`config.mk`:
```
export PLATFORM = sky130hd
export DESIGN_NAME = pcrm_host_flat
export DESIGN_NICKNAME = d
export VERILOG_FILES = /design/src/inc/pcrm_pkg.sv /design/src/inc/pcrm_link_if.sv /design/src/verilog/pcrm_host.sv /design/src/flat_wrapper.sv
export SDC_FILE = /design/constraint.sdc
export NUM_CORES = 1
export LEC_CHECK = 0
export ABC_AREA = 1
export BUFFER_PORTS_ARGS = -buffer_cell sky130_fd_sc_hd__buf_2
export CAP_MARGIN = 20
export CELL_PAD_IN_SITES_DETAIL_PLACEMENT = 0
export CELL_PAD_IN_SITES_GLOBAL_PLACEMENT = 1
export CORE_UTILIZATION = 24
export DETAILED_ROUTE_END_ITERATION = 16
export HOLD_SLACK_MARGIN = 0.06
export PLACE_DENSITY = 0.63
export SLEW_MARGIN = 25
export SYNTH_ARGS = -nofsm -noshare
export SYNTH_HDL_FRONTEND = slang
export SYNTH_SLANG_ARGS = --single-unit
```
`constraint.sdc`:
```
create_clock -name mclk -period 3.85 [get_ports mclk]
set_input_delay 0.1925 -clock mclk [delete_from_list [all_inputs] [get_ports mclk]]
set_output_delay 0.1925 -clock mclk [all_outputs]
set_load 0.01 [all_outputs]
```
`src/inc/pcrm_pkg.sv`:
```
// Package for the paged control register map: link widths, page 0 map,
// reset values and field masks. Shared by both ends and by the interface.
package pcrm_pkg;

    // ------------------------------------------------------------
    // Link and page geometry
    // ------------------------------------------------------------
    localparam int DATA_W = 8;
    localparam int OFF_W = 7;
    localparam int PAGE_SIZE = 128;
    localparam logic [7:0] PAGE_RESET = 8'h00;
    localparam logic [7:0] PAGE_CONFIG = 8'h00;
    localparam logic [7:0] PAGE_COEF_FIRST = 8'h02;
    localparam logic [7:0] PAGE_COEF_LAST = 8'h04;
    localparam int COEF_PAGES = 3;

    // ------------------------------------------------------------
    // Page 0 offsets that the logic treats specially
    // ------------------------------------------------------------
    localparam logic [6:0] OFF_BANK_SELECT = 7'h00;
    localparam logic [6:0] OFF_SOFT_RESTART = 7'h01;
    localparam logic [6:0] OFF_LOW_POWER = 7'h02;
    localparam logic [6:0] OFF_POWER_DOWN = 7'h05;
    localparam logic [6:0] OFF_BUS_CLOCK_MONITOR = 7'h15;
    localparam logic [6:0] OFF_GENERAL_PIN_MONITOR = 7'h2a;
    localparam logic [6:0] OFF_INPUT_PIN_MONITOR = 7'h2f;
    localparam logic [6:0] OFF_IRQ_MASK = 7'h33;
    localparam logic [6:0] OFF_IRQ_LATCHED = 7'h36;
    localparam int SOFT_RESTART_BIT = 0;

    // ------------------------------------------------------------
    // Host command port (AXI4-Lite byte addresses) and fields
    // ------------------------------------------------------------
    localparam logic [7:0] HOST_CMD = 8'h00;
    localparam logic [7:0] HOST_STATUS = 8'h04;
    localparam int CMD_WRITE_BIT = 15;
    localparam int CMD_OFF_LSB = 8;
    localparam int STS_BUSY_BIT = 0;
    localparam int STS_DONE_BIT = 1;
    localparam int STS_RDATA_LSB = 8;
    localparam logic [1:0] RESP_OKAY = 2'b00;
    localparam logic [1:0] RESP_SLVERR = 2'b10;

    // Host link sequencer states
    typedef enum logic [2:0] {
        PCRM_IDLE = 3'b001,
        PCRM_REQ = 3'b010,
        PCRM_DONE = 3'b100
    } pcrm_state_t;

    // Reset value of each page 0 location; 0 for reserved ones
    function automatic logic [7:0] p0_reset(input logic [6:0] off);
        case (off)
            7'h05: p0_reset = 8'h05;
            7'h07: p0_reset = 8'h30;
            7'h0c: p0_reset = 8'h01;
            7'h0d: p0_reset = 8'h02;
            7'h0e: p0_reset = 8'h03;
            7'h13: p0_reset = 8'h02;
            7'h14: p0_reset = 8'h48;
            7'h15: p0_reset = 8'hff;
            7'h16: p0_reset = 8'h10;
            7'h1f: p0_reset = 8'h40;
            7'h21: p0_reset = 8'h22;
            7'h33: p0_reset = 8'hff;
            7'h3e, 7'h43, 7'h48, 7'h4d: p0_reset = 8'hc9;
            7'h3f, 7'h44, 7'h49, 7'h4e: p0_reset = 8'h80;
            7'h6b: p0_reset = 8'h01;
            7'h6c: p0_reset = 8'h40;
            7'h6d: p0_reset = 8'h7b;
            default: p0_reset = 8'h00;
        endcase
    endfunction

    // Locations present in page 0
    function automatic logic p0_valid(input logic [6:0] off);
        case (off)
            7'h00, 7'h01, 7'h02, 7'h05, 7'h07, 7'h08, 7'h09, 7'h0a, 7'h0b,
            7'h0c, 7'h0d, 7'h0e, 7'h13, 7'h14, 7'h15, 7'h16, 7'h1f, 7'h20,
            7'h21, 7'h22, 7'h29, 7'h2a, 7'h2b, 7'h2f, 7'h32, 7'h33, 7'h36,
            7'h3a, 7'h3b, 7'h3c, 7'h3d, 7'h3e, 7'h3f, 7'h40, 7'h41, 7'h42,
            7'h43, 7'h44, 7'h45, 7'h48, 7'h49, 7'h4a, 7'h4d, 7'h4e,
            7'h4f, 7'h6b, 7'h6c, 7'h6d: p0_valid = 1'b1;
            default: p0_valid = 1'b0;
        endcase
    endfunction

    // Bits a write may change; read-only bits and status registers excluded
    function automatic logic [7:0] p0_wmask(input logic [6:0] off);
        case (off)
            7'h01: p0_wmask = 8'h00;
            7'h02: p0_wmask = 8'hfd;
            7'h05: p0_wmask = 8'h3f;
            7'h15, 7'h2a, 7'h2f, 7'h36: p0_wmask = 8'h00;
            default: p0_wmask = p0_valid(off) ? 8'hff : 8'h00;
        endcase
    endfunction

endpackage

```
`src/inc/pcrm_link_if.sv`:
```
// Interface joining the host end and the device end of the register link.
// Assumes both ends run on the same clock, which the bench supplies.
`timescale 1ns/100ps
`default_nettype none
interface pcrm_link_if;
    import pcrm_pkg::*;
    // Request group, driven by the host
    logic req;
    logic we;
    logic [7:0] addr;
    logic [7:0] wdata;
    // Answer group, driven by the device
    logic ack;
    logic [7:0] rdata;

    modport dev (input req, input we, input addr, input wdata, output ack, output rdata);
    modport host (output req, output we, output addr, output wdata, input ack, input rdata);
endinterface
`default_nettype wire

```
`src/verilog/pcrm_host.sv`:
```
// Host end: AXI4-Lite slave taking software commands and running one
// byte access at a time over the register link.
// Assumes the device acks each request and that software keeps the
// page procedure: select a page, then touch only valid locations.
`timescale 1ns/100ps
`default_nettype none
module pcrm_host (
    // Clock and reset
    input wire logic mclk,
    input wire logic nrst,
    // Register link
    pcrm_link_if.host link,
    // AXI4-Lite write address and data
    input wire logic [7:0] s_axi_awaddr,
    input wire logic s_axi_awvalid,
    output logic s_axi_awready,
    input wire logic [31:0] s_axi_wdata,
    input wire logic [3:0] s_axi_wstrb,
    input wire logic s_axi_wvalid,
    output logic s_axi_wready,
    // AXI4-Lite write response
    output logic [1:0] s_axi_bresp,
    output logic s_axi_bvalid,
    input wire logic s_axi_bready,
    // AXI4-Lite read
    input wire logic [7:0] s_axi_araddr,
    input wire logic s_axi_arvalid,
    output logic s_axi_arready,
    output logic [31:0] s_axi_rdata,
    output logic [1:0] s_axi_rresp,
    output logic s_axi_rvalid,
    input wire logic s_axi_rready
);
    import pcrm_pkg::*;

    // ------------------------------------------------------------
    // Write channel capture
    // ------------------------------------------------------------
    logic aw_full_q;
    logic w_full_q;
    logic [7:0] awaddr_q;
    logic [31:0] wdata_q;
    logic [3:0] wstrb_q;
    logic bvalid_q;
    logic [1:0] bresp_q;
    logic do_write;
    pcrm_state_t state_q;
    logic done_q;
    logic [7:0] rdbyte_q;
    logic req_q;
    logic we_q;
    logic [7:0] addr_q;
    logic [7:0] wbyte_q;
    logic cmd_ok;

    // Address and data are taken in either order, one of each at a time
    always_ff @(posedge mclk or negedge nrst) begin
        if (!nrst) begin
            aw_full_q <= 1'b0;
            w_full_q <= 1'b0;
            awaddr_q <= 8'h00;
            wdata_q <= 32'h0000_0000;
            wstrb_q <= 4'h0;
        end else begin
            if (s_axi_awvalid && s_axi_awready) begin
                aw_full_q <= 1'b1;
                awaddr_q <= s_axi_awaddr;
            end else if (do_write) begin
                aw_full_q <= 1'b0;
            end
            if (s_axi_wvalid && s_axi_wready) begin
                w_full_q <= 1'b1;
                wdata_q <= s_axi_wdata;
                wstrb_q <= s_axi_wstrb;
            end else if (do_write) begin
                w_full_q <= 1'b0;
            end
        end
    end

    assign do_write = aw_full_q && w_full_q && !bvalid_q;
    // A command needs the two low lanes; refused while a link access runs
    assign cmd_ok = awaddr_q == HOST_CMD && state_q == PCRM_IDLE && wstrb_q[1:0] == 2'b11;

    // Response: a taken command is OKAY, a status write is accepted and ignored, others are errors
    always_ff @(posedge mclk or negedge nrst) begin
        if (!nrst) begin
            bvalid_q <= 1'b0;
            bresp_q <= RESP_OKAY;
        end else if (do_write) begin
            bvalid_q <= 1'b1;
            bresp_q <= (cmd_ok || awaddr_q == HOST_STATUS) ? RESP_OKAY : RESP_SLVERR;
        end else if (s_axi_bready) begin
            bvalid_q <= 1'b0;
        end
    end

    assign s_axi_awready = !aw_full_q;
    assign s_axi_wready = !w_full_q;
    assign s_axi_bvalid = bvalid_q;
    assign s_axi_bresp = bresp_q;

    // ------------------------------------------------------------
    // Link sequencer
    // ------------------------------------------------------------
    // Request is held until the device acks, then dropped at once
    always_ff @(posedge mclk or negedge nrst) begin
        if (!nrst) begin
            state_q <= PCRM_IDLE;
            req_q <= 1'b0;
            we_q <= 1'b0;
            addr_q <= 8'h00;
            wbyte_q <= 8'h00;
            rdbyte_q <= 8'h00;
        end else begin
            case (state_q)
                PCRM_IDLE: begin
                    if (do_write && cmd_ok) begin
                        state_q <= PCRM_REQ;
                        req_q <= 1'b1;
                        we_q <= wdata_q[CMD_WRITE_BIT];
                        addr_q <= {1'b0, wdata_q[CMD_OFF_LSB +: OFF_W]};
                        wbyte_q <= wdata_q[7:0];
                    end
                end
                PCRM_REQ: begin
                    if (link.ack) begin
                        state_q <= PCRM_DONE;
                        req_q <= 1'b0;
                        rdbyte_q <= link.rdata;
                    end
                end
                PCRM_DONE: begin
                    state_q <= PCRM_IDLE;
                end
                default: begin
                    state_q <= PCRM_IDLE;
                    req_q <= 1'b0;
                end
            endcase
        end
    end

    // Done is sticky until the next command; completion wins the same cycle
    always_ff @(posedge mclk or negedge nrst) begin
        if (!nrst) begin
            done_q <= 1'b0;
        end else if (state_q == PCRM_REQ && link.ack) begin
            done_q <= 1'b1;
        end else if (do_write && cmd_ok) begin
            done_q <= 1'b0;
        end
    end

    assign link.req = req_q;
    assign link.we = we_q;
    assign link.addr = addr_q;
    assign link.wdata = wbyte_q;

    // ------------------------------------------------------------
    // Read channel
    // ------------------------------------------------------------
    logic rvalid_q;
    logic [31:0] rdata_q;
    logic [1:0] rresp_q;

    // One read at a time; arready falls while the answer is pending
    always_ff @(posedge mclk or negedge nrst) begin
        if (!nrst) begin
            rvalid_q <= 1'b0;
            rdata_q <= 32'h0000_0000;
            rresp_q <= RESP_OKAY;
        end else if (s_axi_arvalid && !rvalid_q) begin
            rvalid_q <= 1'b1;
            rresp_q <= RESP_OKAY;
            rdata_q <= 32'h0000_0000;
            if (s_axi_araddr == HOST_STATUS) begin
                rdata_q[STS_BUSY_BIT] <= state_q != PCRM_IDLE;
                rdata_q[STS_DONE_BIT] <= done_q;
                rdata_q[STS_RDATA_LSB +: 8] <= rdbyte_q;
            end else if (s_axi_araddr == HOST_CMD) begin
                rdata_q[CMD_WRITE_BIT] <= we_q;
                // Offset field only, so the write flag in bit 15 survives
                rdata_q[CMD_OFF_LSB +: OFF_W] <= addr_q[OFF_W-1:0];
                rdata_q[7:0] <= wbyte_q;
            end else begin
                rresp_q <= RESP_SLVERR;
            end
        end else if (s_axi_rready) begin
            rvalid_q <= 1'b0;
        end
    end

    assign s_axi_arready = !rvalid_q;
    assign s_axi_rvalid = rvalid_q;
    assign s_axi_rdata = rdata_q;
    assign s_axi_rresp = rresp_q;

endmodule
`default_nettype wire

```
`src/flat_wrapper.sv`:
```
// flat-port wrapper written by rule: the top's interface ports become plain ports
module pcrm_host_flat import pcrm_pkg::*;
  (mclk, nrst, s_axi_awaddr, s_axi_awvalid, s_axi_awready, s_axi_wdata, s_axi_wstrb, s_axi_wvalid, s_axi_wready, s_axi_bresp, s_axi_bvalid, s_axi_bready, s_axi_araddr, s_axi_arvalid, s_axi_arready, s_axi_rdata, s_axi_rresp, s_axi_rvalid, s_axi_rready, link_req, link_we, link_addr, link_wdata, link_ack, link_rdata);
  pcrm_link_if link_i ();
  input wire logic mclk;
  input wire logic nrst;
  input wire logic [7:0] s_axi_awaddr;
  input wire logic s_axi_awvalid;
  output logic s_axi_awready;
  input wire logic [31:0] s_axi_wdata;
  input wire logic [3:0] s_axi_wstrb;
  input wire logic s_axi_wvalid;
  output logic s_axi_wready;
  output logic [1:0] s_axi_bresp;
  output logic s_axi_bvalid;
  input wire logic s_axi_bready;
  input wire logic [7:0] s_axi_araddr;
  input wire logic s_axi_arvalid;
  output logic s_axi_arready;
  output logic [31:0] s_axi_rdata;
  output logic [1:0] s_axi_rresp;
  output logic s_axi_rvalid;
  input wire logic s_axi_rready;
  output wire logic [$bits(link_i.req)-1:0] link_req;
  output wire logic [$bits(link_i.we)-1:0] link_we;
  output wire logic [$bits(link_i.addr)-1:0] link_addr;
  output wire logic [$bits(link_i.wdata)-1:0] link_wdata;
  input wire logic [$bits(link_i.ack)-1:0] link_ack;
  input wire logic [$bits(link_i.rdata)-1:0] link_rdata;
  assign link_req = link_i.req;
  assign link_we = link_i.we;
  assign link_addr = link_i.addr;
  assign link_wdata = link_i.wdata;
  assign link_i.ack = link_ack;
  assign link_i.rdata = link_rdata;
  pcrm_host u_core (.mclk(mclk), .nrst(nrst), .link(link_i), .s_axi_awaddr(s_axi_awaddr), .s_axi_awvalid(s_axi_awvalid), .s_axi_awready(s_axi_awready), .s_axi_wdata(s_axi_wdata), .s_axi_wstrb(s_axi_wstrb), .s_axi_wvalid(s_axi_wvalid), .s_axi_wready(s_axi_wready), .s_axi_bresp(s_axi_bresp), .s_axi_bvalid(s_axi_bvalid), .s_axi_bready(s_axi_bready), .s_axi_araddr(s_axi_araddr), .s_axi_arvalid(s_axi_arvalid), .s_axi_arready(s_axi_arready), .s_axi_rdata(s_axi_rdata), .s_axi_rresp(s_axi_rresp), .s_axi_rvalid(s_axi_rvalid), .s_axi_rready(s_axi_rready));
endmodule
```
==> results of run 1 <==
[power by group through the flow]
stage	Clock [uW]	Sequential, uW	Combinational, uW
2_1_floorplan	0	1040	290
4_1_cts	954	1040	399
5_1_grt	990	1060	448
6_report	920	1040	389
3_5_place_dp	0	1060	391
3_3_place_gp	0	1050	381
[kinds of logic after synthesis]
kind of cell,Yosys count,synth area share
simple gates,189,0.233
flops,77,0.582
buf+inv,53,0.0903
compound gates,23,0.0423
mux,15,0.0510
other cells,1,0.00113
[stage by stage]
stage               area (sq um)  setup WS, ps  total power (uW)
floorplan                   3380          2510              1330
global placement            3840          1780              1440
detailed placement          3840          1730              1450
CTS                         4260          1700              2400
global route                4280          1530              2500
finish                      4280          1810              2350
[path summary, 6_finish.rpt]
kind                                           startpoint  depth (start not counted)                                to  slack [ps]
min reg2reg                u_core.wdata_q[12]$_DFFE_PN0P_                          2   u_core.link.addr[4]$_DFFE_PN0P_         470
max in group asynchronous                            nrst                          2    u_core.rdbyte_q[0]$_DFFE_PN0P_        2880
max reg2reg                 u_core.state_q[0]$_DFFE_PN1P_                          6  u_core.link.wdata[1]$_DFFE_PN0P_        1810
min in group asynchronous                            nrst                          2   u_core.s_axi_rvalid$_DFFE_PN0P_         450
min                                        s_axi_wstrb[0]                          2     u_core.wstrb_q[0]$_DFFE_PN0P_          80
max                         u_core.state_q[0]$_DFFE_PN1P_                          6  u_core.link.wdata[1]$_DFFE_PN0P_        1810
[placed cells by master (no fill, tap or decap)]
cell	n
clkinv_2	2
mux2_2	15
clkbuf_8	1
clkinvlp_4	1
clkbuf_16	9
conb_1	19
buf_6	1
dfrtp_1	76
inv_1	22
inv_2	1
nor2_2	1
nand2_2	5
buf_2	88
o21ai_0	5
o21ai_2	6
dfstp_2	1
clkinv_4	1
nor3_4	1
nor3b_4	1
or2_1	1
nor2_1	21
bufinv_16	2
a21oi_1	11
nand3_1	9
nand3_2	1
dlygate4sd3_1	10
a211oi_1	1
nand2_1	146
clkinv_1	2
nor3_1	3
[critical path: stages, from the launching register on]
cell     delay, ps
dfstp_2        540
nand3_1        160
nor2_1         150
nand3_2        520
inv_2          420
nand2_1        110
nand2_1         70
[routing by layer]
| layer | GRT usage | up-vias |
|---|---|---|
| met4 | 0.0633 | 0 |
| met5 | 0 | - |
| met2 | 0.189 | 83 |
| met1 | 0.158 | 1225 |
| li1 | - | 1276 |
| met3 | 0.0333 | 11 |
[repair_timing]
item,in CTS,in global routing
setup endpoints to repair,0,0
hold endpoints to repair,9,76
resized for setup,0,0
setup buffers,0,0
hold buffers,9,1
[flip-flops by register name, indices dropped and copies added (netlist names)]
name / flops
u_core.s_axi_rdata: 16
u_core.wdata_q: 16
u_core.awaddr_q: 8
u_core.link.wdata: 8
u_core.rdbyte_q: 8
u_core.link.addr: 7
u_core.state_q: 3
u_core.wstrb_q: 2
u_core.aw_full_q: 1
u_core.done_q: 1
u_core.link.req: 1
u_core.link.we: 1
u_core.s_axi_bresp: 1
u_core.s_axi_bvalid: 1
u_core.s_axi_rresp: 1
u_core.s_axi_rvalid: 1
u_core.w_full_q: 1
[layout make-up]
cell class	count	area (sq um)	area share
repair buffers	99	552	0.129
flip-flops and latches	77	1930	0.451
inverters	25	93.8	0.0219
well taps	176	220	0.0515
multi-input cells	246	1160	0.270
clock inverters	6	86.3	0.0202
clock buffers	10	239	0.0559
==> out/metrics.cfg, run 1 <==
[run_status]
status = finished, final reports clean

[die]
rows = 42
fp.coreArea_sq_um = 13300
dieArea_sq_um = 14300
die_w_um = 119
die_y_um = 119
io_pins = 127
initial_core_util = 0.248

[sta]
relSlewSlack = 0.499
setup_violations = 0
tns_ps = 0
rsz0062_at_grt = no
max_freq_mhz = 491
post-route-min-period_ps = 2040
finalHoldViolCount = 0
fin_hold_ws_ps = 83.9
fin_crit_sh = 0.529
tightest_slew_ps = 749
clock_skew_ps = 7.46
slew_violations = 0

[detailed_routing]
remaining_drc_errors = 0
totalWireLength_um = 7950
routed.top_layer = met4
wl_per_cell_um = 12.4
drt-pass1-iter-count = 4
wl_met1_um = 3840
route.met3.wl_um = 440
antenna_left = 0
dr_wl_met2_um = 3490
vias = 2595
vias_per_cell = 4.06
drt_iter0_markers = 79

[logic_synthesis]
synth_edf_count = 0
async_flop_share = 1.00
syn-instance-count = 358
syn-cell-area_sq_um = 3310
yosys-top-cells-count = 147 x nand2_1, 76 x dfrtp_1, 22 x inv_1
ys_warn_count = 0
yosysMostFrequentCell = nand2_1
yosysSeqAreaShare = 0.582
synth.avg_cell_area_sq_um = 9.25
synth_top_area_frac = 0.574
ys.flop_type = dfrtp_1
synthTopCellsByArea = dfrtp_1 57%, nand2_1 17%, mux2_2 5.1%
yosysTopAreaCell = dfrtp_1
ys_ff_latch = 77
yosys.cell_types.count = 26

[power]
power.leakage_uw = 0.00237
intPower_uw = 1730
pwr-share-clk = 0.391
p_seq_frac = 0.444
ir_drop_uv = 284
switchingPower_uw = 626
p_sw_frac = 0.266
combPwrFrac = 0.165
powerDensity_nw_per_um2 = 550

[clocking]
numCtsBuffers = 9
insertion_delay_ps = 340
clkTransAtPathRegs_ps = 60
clock_sinks = 77
cts_root_buf = clkbuf_16
htree_levels = 3
cts_tree = yes
cts_max_path_buffers = 2

[global_routing]
gr-total-overflow = 0
grt_pass1_wl_um = 13200
grt_pass1_vias = 2493
antenna_found_initial = 0
grt_max_degree = 78
grt_usage = 0.123

[worst_hold_path]
hold_path_class = in -> reg

[cells_and_area]
fin_cells = 639
drive_above_1_share = 0.296
nFillCells = 1430
nNetsFinal = 526
final_util = 0.320
diodes = 0
syn_to_final_growth_pct = 29.0

[place]
hpwlAfterDp_um = 5500
port_buffers = 89
dp.cells = 613
routabilityCongestion = 0.705

[run]
drv_cap = 0

[worst_setup_path]
critPathRequiredTime_ps = 4130
arrival_ps = 2310
crit_path_end_kind = register
cp-start-kind = register
cp_max_fo = 27
critPathKind = reg -> reg

(Power assumes the default switching activity.)
==> run 2: changes to the inputs <==
--- a/config.mk
+++ b/config.mk
@@ -13,7 +13,7 @@
 export CORE_UTILIZATION = 24
 export DETAILED_ROUTE_END_ITERATION = 16
 export HOLD_SLACK_MARGIN = 0.06
-export PLACE_DENSITY = 0.63
+export PLACE_DENSITY = 0.65
 export SLEW_MARGIN = 25
 export SYNTH_ARGS = -nofsm -noshare
 export SYNTH_HDL_FRONTEND = slang
==> constraint.sdc (replaced) <==
create_clock -name mclk -period 1.77 [get_ports mclk]
set_input_delay 0.0885 -clock mclk [delete_from_list [all_inputs] [get_ports mclk]]
set_output_delay 0.0885 -clock mclk [all_outputs]
set_load 0.01 [all_outputs]
==> out/metrics.cfg, run 2 (synthesis gave the netlist of run 1 again) <==
[global_routing]
grt_pass1_wl_um = 13300  ; +0.73%
antenna_found_initial = 0  ; unchanged
grt_usage = 0.122  ; -0.000771
grt_pass1_vias = 2621  ; +5.1%
grt_max_degree = 46  ; -41%
gr-total-overflow = 0  ; unchanged

[worst_setup_path]
r2r_cells = 6  ; unchanged
arrival_ps = 1730  ; -580 ps
r2r_end = u_core.link.wdata[3]$_DFFE_PN0P_
r2r-start = u_core.state_q[0]$_DFFE_PN1P_
crit_path_end_kind = register
critPathRequiredTime_ps = 1990  ; -2140 ps
cp-start-kind = register
critPathKind = reg -> reg
cp_max_fo = 12  ; -56%
regToRegSetupSlack_ps = 250  ; -1560 ps

[clocking]
cts_root_buf = clkbuf_16
clock_sinks = 77  ; unchanged
numCtsBuffers = 9  ; unchanged
cts_max_path_buffers = 2  ; unchanged
htree_levels = 3  ; unchanged
clkTransAtPathRegs_ps = 70  ; about the same
insertion_delay_ps = 340  ; about the same
cts_tree = yes
post_cts_resized = 0  ; unchanged

[run]
drv_cap = 0  ; unchanged

[worst_hold_path]
whs_endpoint = u_core.s_axi_rresp[1]$_DFFE_PN0P_
hold_path_class = in -> reg
hp-start = s_axi_araddr[0]
whs_path_depth = 5  ; +3

[sta]
relSlewSlack = 0.635  ; +0.136
tns_ps = 0  ; unchanged
fin_crit_sh = 0.856  ; +0.327
post-route-min-period_ps = 1520  ; -520 ps
clock_skew_ps = 11.9  ; +4.48 ps
finalHoldViolCount = 0  ; unchanged
fin_hold_ws_ps = 170  ; +86.4 ps
setup_violations = 0  ; unchanged
rsz0062_at_grt = no
slew_violations = 0  ; unchanged
tightest_slew_ps = 544  ; -205 ps
max_freq_mhz = 660  ; +34%

[die]
rows = 42  ; unchanged
initial_core_util = 0.248  ; unchanged
io_pins = 127  ; unchanged
die_w_um = 119  ; unchanged
fp.coreArea_sq_um = 13300  ; unchanged
die_y_um = 119  ; unchanged
dieArea_sq_um = 14300  ; unchanged

[place]
routabilityCongestion = 0.719  ; +2.0%
hpwlAfterDp_um = 5640  ; +2.5%
port_buffers = 89  ; unchanged

[run_status]
status = finished, final reports clean

[power]
p_sw_frac = 0.282  ; +0.0158
power.leakage_uw = 0.00250  ; +5.6%
switchingPower_uw = 1400  ; +120%
intPower_uw = 3580  ; +110%
powerDensity_nw_per_um2 = 1090  ; +98%
pwr-share-clk = 0.360  ; -0.031
ir_drop_uv = 659  ; +130%
combPwrFrac = 0.184  ; +0.019
p_seq_frac = 0.456  ; +0.012

[detailed_routing]
vias = 2654  ; +2.3%
dr_wl_met2_um = 3830  ; +9.8%
vias_per_cell = 3.94  ; -3.0%
route.met3.wl_um = 378  ; -14%
totalWireLength_um = 8070  ; +1.5%
remaining_drc_errors = 0  ; unchanged
routed.top_layer = met4
wl_met1_um = 3720  ; -3.3%
antenna_left = 0  ; unchanged
wl_per_cell_um = 12.0  ; -3.8%
drt_iter0_markers = 94  ; +19%
drt-pass1-iter-count = 4  ; unchanged

[cells_and_area]
diodes = 0  ; unchanged
layout_commonest_cell = nand2_1
syn_to_final_growth_pct = 38.3
final_cell_mix = 147 x nand2_1, 88 x buf_2, 76 x dfrtp_1
nNetsFinal = 561  ; +6.7%
drive_above_1_share = 0.287  ; -0.00875

[run 2: layer usage]
metal / vias to the layer above / track usage
met2: 70 / 0.199
met5: - / 0
li1: 1342 / -
met1: 1230 / 0.156
met3: 12 / 0.0285
met4: 0 / 0.0492
[run 2: how the worst max path moves through the flow]
stage | startpoint | end | slack (ps)
floorplan | u_core.state_q[0]$_DFFE_PN1P_ | u_core.link.wdata[6]$_DFFE_PN0P_ | 430
global placement | u_core.state_q[0]$_DFFE_PN1P_ | u_core.link.wdata[3]$_DFFE_PN0P_ | 280
detailed placement | u_core.state_q[0]$_DFFE_PN1P_ | u_core.link.wdata[3]$_DFFE_PN0P_ | 240
CTS | u_core.state_q[0]$_DFFE_PN1P_ | u_core.link.wdata[3]$_DFFE_PN0P_ | 220
global route | u_core.state_q[0]$_DFFE_PN1P_ | u_core.link.addr[0]$_DFFE_PN0P_ | 90
finish | u_core.state_q[0]$_DFFE_PN1P_ | u_core.link.wdata[3]$_DFFE_PN0P_ | 250
[run 2: repair_timing]
action / 4_1_cts / 5_1_grt
hold buffers: 38 / 0
hold endpoints to repair: 69 / 0
buffers inserted: 0 / 0
[run 2: cell type report]
cell class	count	area, sq um
Clock buffer	11	253
Fill cell	1442	8760
Timing Repair Buffer	134	893
Tap cell	176	220
Clock inverter	5	41.3
Sequential cell	77	1930
Inverter	25	93.8
Multi-Input combinational cell	246	1150
[run 2: power groups by stage]
stage | registers (uW) | logic, uW | clock network (uW)
finish | 2270 | 918 | 1790
global route | 2310 | 1050 | 1930
CTS | 2270 | 940 | 1860
detailed placement | 2300 | 872 | 0
global placement | 2280 | 846 | 0
floorplan | 2270 | 630 | 0
[run 2: worst max-delay path: stages, from the launching register on]
cell	delay, ps
dfstp_2	540
nand3_1	160
nor2_1	150
nand3_2	180
buf_4	230
nand2_1	80
o21ai_2	50
[run 2: per-stage QoR]
stage | std cells | utilization | area [sq um] | power [uW] | setup WS, ps
final | 674 | 0.343 | 4580 | 4980 | 255
after global routing | 674 | 0.343 | 4580 | 5300 | 90.5
after CTS | 674 | 0.343 | 4580 | 5070 | 222
after detailed placement | 620 | 0.293 | 3910 | 3170 | 244
after global placement | 620 | 0.293 | 3910 | 3130 | 283
after floorplan | 376 | - | 3380 | 2900 | 435
